$ cat src/rtl/msp_pkg.sv
// Operation
// - Input bits sampled on serial clock fall
// - Output bits driven from serial clock rise
// - Select falling edge restarts port in command mode
// - Select rising mid-transfer aborts and floats output
// - Tied-low select: host finishes every transfer
// - After any reset, first byte is command
// - Command: top bit direction, six address bits
// - Completed transfer returns port to command mode
// - Transfer completes at register's last bit
// - Write: top bit one, data on falls
// - Bytes committed singly, one microsecond apart; after a stall the buffer releases them back to back
// - Aborted partial write byte is discarded
// - First write byte lands in top byte
// - Data right-justified, unused upper bits ignored
// - Ones count cleared before first read bit
// - Ones count adds each driven bit
// - Reading ones count recounts its own value
// - Read: top bit zero, data from rise
// - Output released on last fall or abort
// - Host waits one microsecond after write
// - Host sends zero in unused bit six
package msp_pkg;
   // ------------------------------------------------------------
   // Timing
   // ------------------------------------------------------------
   localparam int CLK_PERIOD_NS = 100;
   localparam int BYTE_GAP_NS   = 1000;
   localparam int BYTE_GAP_CYC  = (BYTE_GAP_NS + CLK_PERIOD_NS - 1) / CLK_PERIOD_NS;
   localparam int SCLK_HALF_CYC = 8;

   // ------------------------------------------------------------
   // Command byte and register map
   // ------------------------------------------------------------
   localparam int          CMD_RW_POS  = 7;
   localparam int          ADDR_W      = 6;
   localparam int          DATA_W      = 24;
   localparam int          FIFO_DEPTH  = 16;
   localparam int          FIFO_W      = 16;
   localparam logic [5:0]  CHK_ADDR    = 6'h3E;
   localparam logic [5:0]  NARROW_ADDR = 6'h01;
   localparam logic [4:0]  CHK_BITS    = 5'h06;
   localparam logic [4:0]  NARROW_BITS = 5'h0C;
   localparam logic [4:0]  FULL_BITS   = 5'h18;
   localparam logic [23:0] REG_RESET   = 24'h000000;
   localparam logic [5:0]  CHK_RESET   = 6'h00;

   typedef enum logic [1:0] {MSP_CMD, MSP_WR, MSP_RD} msp_dev_st_t;
   typedef enum logic [1:0] {MSP_IDLE, MSP_SHIFT, MSP_TAIL, MSP_GAP} msp_host_st_t;

   function automatic logic [4:0] msp_reg_bits(input logic [5:0] a);
      case (a)
         CHK_ADDR:    return CHK_BITS;
         NARROW_ADDR: return NARROW_BITS;
         default:     return FULL_BITS;
      endcase
   endfunction

   function automatic logic [1:0] msp_reg_bytes(input logic [5:0] a);
      logic [5:0] b;
      b = {1'b0, msp_reg_bits(a)} + 6'h07;
      return b[4:3];
   endfunction

   // Upper unused bits of the top lane are dropped on commit
   function automatic logic [7:0] msp_lane_mask(input logic [5:0] a, input logic [1:0] lane);
      logic [4:0] nbits;
      logic [2:0] rem;
      logic [8:0] m;
      nbits = msp_reg_bits(a);
      rem   = nbits[2:0];
      m     = (9'h001 << rem) - 9'h001;
      if (lane == msp_reg_bytes(a) - 2'h1 && rem != 3'h0) return m[7:0];
      return 8'hFF;
   endfunction
endpackage

$ cat src/rtl/msp_if.sv
`timescale 1ns/1ps
interface msp_if;
   logic sclk;
   logic cs_n;
   logic din;
   logic dout;
   logic dout_oe;

   modport dev  (input sclk, input cs_n, input din, output dout, output dout_oe);
   modport host (output sclk, output cs_n, output din, input dout, input dout_oe);
endinterface

$ cat src/rtl/msp_dev.sv
`timescale 1ns/1ps
// ------------------------------------------------------------
// Write-byte buffer
// ------------------------------------------------------------
module msp_fifo #(
   parameter int W     = 16,
   parameter int DEPTH = 16
) (
   input  wire logic         clk,
   input  wire logic         srst,
   input  wire logic         in_valid,
   output logic              in_ready,
   input  wire logic [W-1:0] in_data,
   output logic              out_valid,
   input  wire logic         out_ready,
   output logic [W-1:0]      out_data
);
   localparam int AW = $clog2(DEPTH);
   logic [W-1:0] mem_reg [DEPTH];
   logic [AW:0]  wp_reg;
   logic [AW:0]  rp_reg;
   logic         push;
   logic         pop;

   assign in_ready  = !(wp_reg[AW] != rp_reg[AW] && wp_reg[AW-1:0] == rp_reg[AW-1:0]);
   assign out_valid = wp_reg != rp_reg;
   assign out_data  = mem_reg[rp_reg[AW-1:0]];
   assign push      = in_valid && in_ready;
   assign pop       = out_valid && out_ready;

   always_ff @(posedge clk) begin
      if (srst) begin
         wp_reg <= '0;
         rp_reg <= '0;
      end else begin
         if (push) wp_reg <= wp_reg + 1'b1;
         if (pop) rp_reg <= rp_reg + 1'b1;
      end
   end

   always_ff @(posedge clk) begin
      if (push) mem_reg[wp_reg[AW-1:0]] <= in_data;
   end
endmodule // msp_fifo

// ------------------------------------------------------------
// Device end of the serial port
// ------------------------------------------------------------
module msp_dev #(
   parameter int DEPTH = msp_pkg::FIFO_DEPTH
) (
   input  wire logic        clk,
   input  wire logic        srst,
   msp_if.dev               link,
   output logic             wr_valid,
   input  wire logic        wr_ready,
   output logic [5:0]       wr_addr,
   output logic [1:0]       wr_lane,
   output logic [7:0]       wr_byte,
   output logic             wr_drop,
   input  wire logic        upd_valid,
   input  wire logic [5:0]  upd_addr,
   input  wire logic [23:0] upd_data,
   output logic [5:0]       ones_count
);
   logic [2:0]                  sync1_reg;
   logic [2:0]                  sync2_reg;
   logic                        sclk_prev_reg;
   logic                        cs_prev_reg;
   msp_pkg::msp_dev_st_t        st_reg;
   logic [4:0]                  cnt_reg;
   logic [7:0]                  cmd_sh_reg;
   logic [7:0]                  rx_sh_reg;
   logic [5:0]                  addr_reg;
   logic [1:0]                  nb_reg;
   logic [23:0]                 tx_reg;
   logic                        dout_reg;
   logic                        oe_reg;
   logic [5:0]                  chk_reg;
   logic                        drop_reg;
   logic                        push_reg;
   logic [15:0]                 push_data_reg;
   logic [23:0]                 regs_reg [64];
   logic                        fifo_ready;
   logic [15:0]                 fifo_out;

   logic       sclk_s, cs_s, din_s, fall, rise, cs_edge, act, decode;
   logic [7:0] cmd_next;
   logic [7:0] rx_next;
   logic [5:0] dec_addr;
   logic [1:0] dec_nb;
   logic [23:0] rd_val;

   // ------------------------------------------------------------
   // Pin synchronisers and edge detection
   // ------------------------------------------------------------
   // Reset to the idle pin levels so no false clock edge follows reset
   always_ff @(posedge clk) begin
      if (srst) begin
         sync1_reg     <= 3'h6;
         sync2_reg     <= 3'h6;
         sclk_prev_reg <= 1'b1;
         cs_prev_reg   <= 1'b1;
      end else begin
         sync1_reg     <= {link.sclk, link.cs_n, link.din};
         sync2_reg     <= sync1_reg;
         sclk_prev_reg <= sync2_reg[2];
         cs_prev_reg   <= sync2_reg[1];
      end
   end

   assign sclk_s   = sync2_reg[2];
   assign cs_s     = sync2_reg[1];
   assign din_s    = sync2_reg[0];
   assign fall     = sclk_prev_reg && !sclk_s;
   assign rise     = !sclk_prev_reg && sclk_s;
   assign cs_edge  = cs_prev_reg != cs_s;
   assign act      = !cs_s && !cs_edge;
   assign cmd_next = {cmd_sh_reg[6:0], din_s};
   assign rx_next  = {rx_sh_reg[6:0], din_s};
   assign decode   = act && fall && st_reg == msp_pkg::MSP_CMD && cnt_reg == 5'h07;
   assign dec_addr = cmd_next[5:0];
   assign dec_nb   = msp_pkg::msp_reg_bytes(dec_addr);
   // Checksum register reads its pre-clear value
   assign rd_val   = (dec_addr == msp_pkg::CHK_ADDR) ? {18'h00000, chk_reg}
                                                     : regs_reg[dec_addr];

   // ------------------------------------------------------------
   // Transfer sequencing
   // ------------------------------------------------------------
   always_ff @(posedge clk) begin
      if (srst || cs_edge) begin
         st_reg     <= msp_pkg::MSP_CMD;
         cnt_reg    <= 5'h00;
         cmd_sh_reg <= 8'h00;
      end else if (act) begin
         case (st_reg)
            msp_pkg::MSP_CMD: begin
               if (fall) begin
                  cmd_sh_reg <= cmd_next;
                  cnt_reg    <= 5'(cnt_reg + 5'h01);
                  if (decode) begin
                     cnt_reg  <= 5'h00;
                     addr_reg <= dec_addr;
                     nb_reg   <= dec_nb;
                     st_reg   <= cmd_next[msp_pkg::CMD_RW_POS] ? msp_pkg::MSP_WR
                                                              : msp_pkg::MSP_RD;
                  end
               end
            end
            msp_pkg::MSP_WR: begin
               if (fall) begin
                  rx_sh_reg <= rx_next;
                  cnt_reg   <= 5'(cnt_reg + 5'h01);
                  if (cnt_reg[2:0] == 3'h7 && cnt_reg[4:3] == nb_reg - 2'h1) begin
                     st_reg  <= msp_pkg::MSP_CMD;
                     cnt_reg <= 5'h00;
                  end
               end
            end
            msp_pkg::MSP_RD: begin
               if (rise) cnt_reg <= 5'(cnt_reg + 5'h01);
               if (fall && cnt_reg == {nb_reg, 3'h0}) begin
                  st_reg  <= msp_pkg::MSP_CMD;
                  cnt_reg <= 5'h00;
               end
            end
            default: st_reg <= msp_pkg::MSP_CMD;
         endcase
      end
   end

   // ------------------------------------------------------------
   // Write byte capture; only whole bytes reach the buffer
   // ------------------------------------------------------------
   always_ff @(posedge clk) begin
      if (srst) begin
         push_reg      <= 1'b0;
         push_data_reg <= 16'h0000;
      end else begin
         push_reg <= act && fall && st_reg == msp_pkg::MSP_WR && cnt_reg[2:0] == 3'h7;
         // First byte goes to the highest lane
         push_data_reg <= {addr_reg, 2'(nb_reg - 2'h1 - cnt_reg[4:3]), rx_next};
      end
   end

   // Sticky: a full buffer means the host ignored the byte spacing
   always_ff @(posedge clk) begin
      if (srst) drop_reg <= 1'b0;
      else if (push_reg && !fifo_ready) drop_reg <= 1'b1;
   end

   msp_fifo #(.W(msp_pkg::FIFO_W), .DEPTH(DEPTH)) u_fifo (
      .clk       (clk),
      .srst      (srst),
      .in_valid  (push_reg),
      .in_ready  (fifo_ready),
      .in_data   (push_data_reg),
      .out_valid (wr_valid),
      .out_ready (wr_ready),
      .out_data  (fifo_out)
   );

   assign wr_addr = fifo_out[15:10];
   assign wr_lane = fifo_out[9:8];
   assign wr_byte = fifo_out[7:0] & msp_pkg::msp_lane_mask(fifo_out[15:10], fifo_out[9:8]);
   assign wr_drop = drop_reg;

   // ------------------------------------------------------------
   // Register array, one byte per commit
   // ------------------------------------------------------------
   always_ff @(posedge clk) begin
      if (srst) begin
         for (int i = 0; i < 64; i++) regs_reg[i] <= msp_pkg::REG_RESET;
      end else if (wr_valid && wr_ready) begin
         regs_reg[wr_addr][{wr_lane, 3'h0} +: 8] <= wr_byte;
      end else if (upd_valid) begin
         regs_reg[upd_addr] <= upd_data;
      end
   end

   // ------------------------------------------------------------
   // Read shifter and output enable
   // ------------------------------------------------------------
   always_ff @(posedge clk) begin
      if (srst || cs_edge) begin
         oe_reg   <= 1'b0;
         dout_reg <= 1'b0;
      end else if (decode) begin
         case (dec_nb)
            2'h1:    tx_reg <= {rd_val[7:0], 16'h0000};
            2'h2:    tx_reg <= {rd_val[15:0], 8'h00};
            default: tx_reg <= rd_val;
         endcase
      end else if (act && st_reg == msp_pkg::MSP_RD) begin
         if (rise) begin
            dout_reg <= tx_reg[23];
            tx_reg   <= {tx_reg[22:0], 1'b0};
            oe_reg   <= 1'b1;
         end else if (fall && cnt_reg == {nb_reg, 3'h0}) begin
            oe_reg <= 1'b0;
         end
      end
   end

   always_ff @(posedge clk) begin
      if (srst) chk_reg <= msp_pkg::CHK_RESET;
      else if (decode && !cmd_next[msp_pkg::CMD_RW_POS]) chk_reg <= 6'h00;
      else if (act && st_reg == msp_pkg::MSP_RD && rise)
         chk_reg <= 6'(chk_reg + {5'h00, tx_reg[23]});
   end

   assign link.dout    = dout_reg;
   assign link.dout_oe = oe_reg;
   assign ones_count   = chk_reg;
endmodule // msp_dev

$ cat src/flat_wrapper.sv
// flat-port wrapper written by rule: the top's interface ports become plain ports
module msp_dev_flat 
#(
   parameter int DEPTH = msp_pkg::FIFO_DEPTH
)
  (clk, srst, wr_valid, wr_ready, wr_addr, wr_lane, wr_byte, wr_drop, upd_valid, upd_addr, upd_data, ones_count, link_sclk, link_cs_n, link_din, link_dout, link_dout_oe);
  msp_if link_i ();
  input  wire logic clk;
  input  wire logic srst;
  output logic wr_valid;
  input  wire logic wr_ready;
  output logic [5:0] wr_addr;
  output logic [1:0] wr_lane;
  output logic [7:0] wr_byte;
  output logic wr_drop;
  input  wire logic upd_valid;
  input  wire logic [5:0] upd_addr;
  input  wire logic [23:0] upd_data;
  output logic [5:0] ones_count;
  input wire logic [$bits(link_i.sclk)-1:0] link_sclk;
  input wire logic [$bits(link_i.cs_n)-1:0] link_cs_n;
  input wire logic [$bits(link_i.din)-1:0] link_din;
  output wire logic [$bits(link_i.dout)-1:0] link_dout;
  output wire logic [$bits(link_i.dout_oe)-1:0] link_dout_oe;
  assign link_i.sclk = link_sclk;
  assign link_i.cs_n = link_cs_n;
  assign link_i.din = link_din;
  assign link_dout = link_i.dout;
  assign link_dout_oe = link_i.dout_oe;
  msp_dev #(.DEPTH(DEPTH)) u_core (.clk(clk), .srst(srst), .link(link_i), .wr_valid(wr_valid), .wr_ready(wr_ready), .wr_addr(wr_addr), .wr_lane(wr_lane), .wr_byte(wr_byte), .wr_drop(wr_drop), .upd_valid(upd_valid), .upd_addr(upd_addr), .upd_data(upd_data), .ones_count(ones_count));
endmodule
$ cat config.mk
export PLATFORM = sky130hd
export DESIGN_NAME = msp_dev_flat
export DESIGN_NICKNAME = d
export VERILOG_FILES = /design/src/rtl/msp_pkg.sv /design/src/rtl/msp_if.sv /design/src/rtl/msp_dev.sv /design/src/flat_wrapper.sv
export SDC_FILE = /design/constraint.sdc
export NUM_CORES = 2
export LEC_CHECK = 0
export BUFFER_PORTS_ARGS = -buffer_cell sky130_fd_sc_hd__buf_2
export CAP_MARGIN = 20
export CORE_MARGIN = 3
export CORE_UTILIZATION = 64
export CTS_CLUSTER_SIZE = 20
export DETAILED_ROUTE_END_ITERATION = 8
export PLACE_DENSITY_LB_ADDON = 0.25
export SETUP_SLACK_MARGIN = 0.3
export SLEW_MARGIN = 20
export SYNTH_ARGS = -nofsm -noshare
export SYNTH_HDL_FRONTEND = slang
export SYNTH_SLANG_ARGS = --single-unit
$ cat constraint.sdc
create_clock -name clk -period 5.11 [get_ports clk]
set_input_delay 1.022 -clock clk [delete_from_list [all_inputs] [get_ports clk]]
set_output_delay 1.022 -clock clk [all_outputs]
set_load 0.03 [all_outputs]
; ---- Word-level counts from Yosys, hierarchy flattened
; Memories as Yosys holds them, arrays and structs flattened. A register that Yosys moved wholly into a read port is not among the register bits.
; Index checks and enable logic that the tools add are counted.
[word_totals]
memories = 2
regBits = 97
romBits = 0
latchBits = 0
ramBits = 1792
out_inout_bits = 26
in_bits = 37
elab_cells = 148
[mem_list]
columns = name, depth, word_bits, read_ports, rd_ports_with_merged_regs, wr, line_no
row1 = u_core.regs_reg, 64, 24, 1, 0, 64, msp_dev.sv:83  ; logic [23:0] regs_reg [64];
row2 = u_core.u_fifo.mem_reg, 16, 16, 1, 1, 1, msp_dev.sv:19  ; logic [W-1:0] mem_reg [DEPTH];
[op_classes]
mul = 0
shifts = 3
n_mux = 45
add_sub_neg = 11
bitwise_logic = 3
reduce_logical = 42
magnitude_cmp = 0
div_mod_pow = 0
eq_ne = 23
[op_table]
columns = operator, n
row1 = 24-bit two-way mux, 9
row2 = 24-bit one-hot mux with 2 select lines, 1
row3 = 24-bit OR reduction, 2
row4 = 5-bit two-way mux, 6
row5 = 8-bit by 7-bit variable shift with 24-bit output (first input constant), 1
row6 = 8-bit by 7-bit indexed part select with 24-bit output, 1
row7 = 5-bit one-hot mux with 2 select lines, 2
row8 = 1-bit logical AND, 18
row9 = 8-bit two-way mux, 2
row10 = 5-bit by 1-bit adder with 5-bit output (second input constant), 3
row11 = 5-bit one-hot mux with 3 select lines, 1
row12 = 1-bit two-way mux, 13
row13 = 6-bit by 1-bit == test with 1-bit output (second input constant), 2
row14 = 6-bit == test (second input constant), 2
row15 = 2-bit two-way mux, 6
row16 = 6-bit two-way mux, 2
row17 = 3-bit AND reduction, 4
row18 = 5-bit by 3-bit adder with 5-bit output (second input constant), 2
row19 = 5-bit AND reduction, 2
row20 = 8-bit AND, 1
row21 = 4-bit two-way mux, 2
row22 = 2-bit by 1-bit inequality test with 1-bit output (second input constant), 4
row23 = 1-bit by 3-bit << shifter with 8-bit output (first input constant), 1
row24 = 8-bit by 1-bit subtractor with 8-bit output (second input constant), 1
row25 = 25 further kinds, 39

; ---- Depth between registers and ports, before layout
[logic_depth]
word_depth = 12
mapped_depth = 13
depth_no_buf = 9

; ---- Cells and area by module
; From an unflattened synthesis, not the netlist that was laid out.
[unflattened]
hier_cells = 5696
area_unflattened_um2 = 83721.5
[modules_own_cells]
columns = mod, instances, cells_per_inst, seq_area_each_um2, area_each_um2
row1 = msp_dev, 1, 5236, 48256.3, 73078.8
row2 = msp_fifo, 1, 460, 7967.6, 10642.7

; ---- Least setup slack after synthesis
; Ideal clock, no wire load.
[synth_path]
path_kind = reg-to-reg
from = reg with a tool-made name
to = mem u_core.regs_reg[0][0], enable pin
t_required_ps = 4735
slack_ps = 1270
stages_incl_launch_ff = 13
arrival_time_ps = 3466
n_path_buf = 4
setup_ps = 375
period_less_slack_ps = 3840
path_cell_list = dfxtp_1 -> buf_6 -> buf_6 -> mux4_2 -> mux4_2 -> inv_1 -> ha_1 -> mux2i_1 -> nor4_1 -> buf_2 -> nand2_1 -> clkbuf_1 -> o21bai_1
[synth_rtl]
columns = item, line_no
row1 = to (decl), msp_dev.sv:83

==> key figures <==
Synth
  – Sequential area share after synthesis: around two thirds
  – Post-Syn Nets: 5923
  – Synth area leader: edfxtp_1
  – Post-Syn Area: roughly 85000 µm²
  – Ys async rst share: 0%
  – Netlist cell types: 73
  – Yosys warns: 0
  – Post-Syn Instances: 5866
  – Flops & latches, synth: 1893
  – Post-synth top area share: between 60% and 70%
  – Syn Area/Cell: 14.5 µm²
  – Synth area leaders: edfxtp_1, mux4_2, nor3_1
  – Post-synth EDFFs: roughly 1800
  – Top_reg_cell synth: edfxtp_1

Finish
  – Area delta synth->final: 11.5%
  – Fin area: 95000 µm²
  – Final Non-Filler Cells: 7818
  – Fraction of layout cells with a size suffix above 1: 20.7%
  – Util after Layout: roughly 70%
  – Largest register FFs: around 1500
  – Nets: ~6000

Clock network
  – Worst-path clk slew: 0.06 ns
  – Hold_buf cts: 0
  – TritonCTS clock tree: done
  – H-tree depth: 4
  – Clk root buf: clkbuf_16
  – Clk buf depth: 3
  – # clock sinks: between 1500 and 2000
  – Clk Latency, worst-skew pair: 0.82 ns
  – CTS Buf Count: around 190

Placement
  – Placed cells: 7460
  – Port bufs: 62
  – Setup WS pre-CTS: 0.611 ns
  – RePlAce Congestion: around 0.92
  – HPWL Detailed: 146000 µm
  – Placed instance area: 88900 µm²

Global route
  – Vias in the first global route: 54500
  – Largest net degree at the start of global routing: around 120
  – Initial antenna violation count: 5
  – GRT overflow: 0
  – Gr usage total: a little over a third
  – First-pass GRT wire length: 354000 µm

Power and ir drop
  – PD cells: approximately 340 nW/µm²
  – Leakage power: around 30 nW
  – Total power: ~33 mW
  – Peak VDD IR: ~0.52 mV

Critical path
  – Worst EP required: 4.09 ns
  – Worst setup SP type: flip-flop
  – CP endpoint kind: output port
  – Critical Path AT: 3.69 ns
  – Crit path max fanout: 11
  – Crit Path Class: reg2out

Timing
  – Worst clock skew: 0.0297 ns
  – Final hold slack: 0.409 ns
  – Achievable frequency: 212 MHz
  – RSZ-0062 raised after global routing: false
  – Worst slew margin: 29.8%
  – Setup WS post-layout: between 0.4 and 0.5 ns
  – Worst slew pin tran: 1.05 ns
  – Min Tclk post-route: 4.71 ns
  – Period Utilization, post-route: 92.1%
  – Sum of negative setup slack: 0 ns
  – Final setup fails: 0
  – Slew Viols, Final: 0
  – Final Hold Vio Count: 0

Die
  – Chip width: ~370 µm
  – Standard-cell row count: 133
  – Area of the die: 138000 µm²
  – Initial Utilization: roughly two thirds
  – Die H: 371 µm
  – # IOs: 63
  – Core box area: 132000 µm²

Drt
  – Post-route ant nets: 0
  – Residual DRC: 0
  – WL/cell: 30.6 µm
  – Via density: 7.19
  – WL final: 239000 µm
  – Vias after detailed routing: approximately 56000
  – Initial DRC count: 8600
  – DRT Pass-1 Iters: 6

Min path
  – Tightest Hold Check Type: in2reg

Run
  – Max-Cap Viols: 0

Status
  – Outcome: completed
## cell usage in the layout, fill, tap and decap left out, types with 13 or more instances in the layout
master	count
edfxtp_1	1831
nor3_1	723
nor2_1	502
buf_4	384
mux4_2	381
a211oi_1	244
mux2i_1	228
a21oi_1	195
clkbuf_16	187
nand2_1	151
o21bai_1	122
nand3_1	102
nand2b_1	84
a22oi_1	83
nand4_1	72
o21ai_0	63
a221oi_1	63
buf_2	61
dfxtp_1	53
clkinv_1	51
buf_12	47
clkbuf_1	36
clkinv_2	28
nor2b_1	26
o211ai_1	22
a22oi_2	22
ha_1	20
inv_1	18
xor2_1	17
bufinv_16	15
nand2_2	13
nor2_2	13
## worst paths after layout
kind,start,endpoint,slack (ns),cells after the start
max,flip-flop,wr_byte[7],0.40,10
max reg2reg,u_core.u_fifo.wp_reg[2],u_core.regs_reg[50][17],0.63,9
min reg2reg,u_core.sync1_reg[0],u_core.sync2_reg[0],0.44,1
min,link_cs_n,u_core.sync1_reg[1],0.41,2
## metal layers
layer | wire [µm] | share of wire, % | up-vias | GRT usage, %
li1 | - | - | 23200 | -
met4 | 11600 | 4.8 | 4 | 15.4
met1 | 83500 | 35 | 28100 | 47.6
met5 | 24 | 0.010 | - | 0
met2 | 114000 | 48 | 4282 | 55.0
met3 | 29900 | 12 | 669 | 7.69
## synth_stat cells (all sizes together) (104+ instances only)
cell type  count
a211oi       250
a21oi        197
a22oi        105
buf          332
clkbuf       317
edfxtp      1831
mux2i        228
mux4         382
nand2        168
nand3        104
nor2         519
nor3         729
o21bai       122
## area by class of cell
class | count | area [µm²]
Tap cell | 1755 | 2200
Inverter | 21 | 83.8
Fill cell | 8163 | 36800
Multi-Input combinational cell | 3303 | 26300
Sequential cell | 1893 | 56200
Antenna cell | 5 | 12.5
Clock inverter | 112 | 1010
Clock buffer | 232 | 4940
Timing Repair Buffer | 497 | 4230
## worst max-delay path, cell delays in order (launching register included)
cell and delay, ns:
dfxtp_4 0.42, buf_12 0.18, mux4_2 0.51, nand3_1 0.11, and4_1 0.39, inv_1 0.19
nor4_1 0.19, nand4_1 0.32, a21oi_4 0.30, nor2_1 0.07, buf_2 0.18
## cells by family (layout without fill, tap and decap cells)
logic type / after synthesis / after routing / synth area share [%]
other: 0 / 5 / 0
XOR/XNOR: 22 / 22 / 0.242
adder cells (fa/ha/maj): 20 / 20 / 0.293
AND/OR/NAND/NOR: 1758 / 1758 / 9.78
multiplexers: 616 / 616 / 12.9
buffers and inverters: 670 / 862 / 3.50
flip-flops: 1893 / 1893 / 65.9
AO/OA/AOI/OAI: 887 / 887 / 7.40
## what timing repair did
action,4_1_cts,5_1_grt
pin swaps,1,2
setup endpoints to repair,4,2
gates cloned,1,0
resized for setup,4,1
setup buffers,3,5
## report_power, final
part | switching, mW | internal (mW) | leakage [nW]
Clock | 5.91 | 7.62 | 2.91
Combinational | 1.13 | 0.550 | 8.31
Sequential | 0.168 | 17.4 | 19.1
No activity file was read; power rests on OpenSTA's default activity.
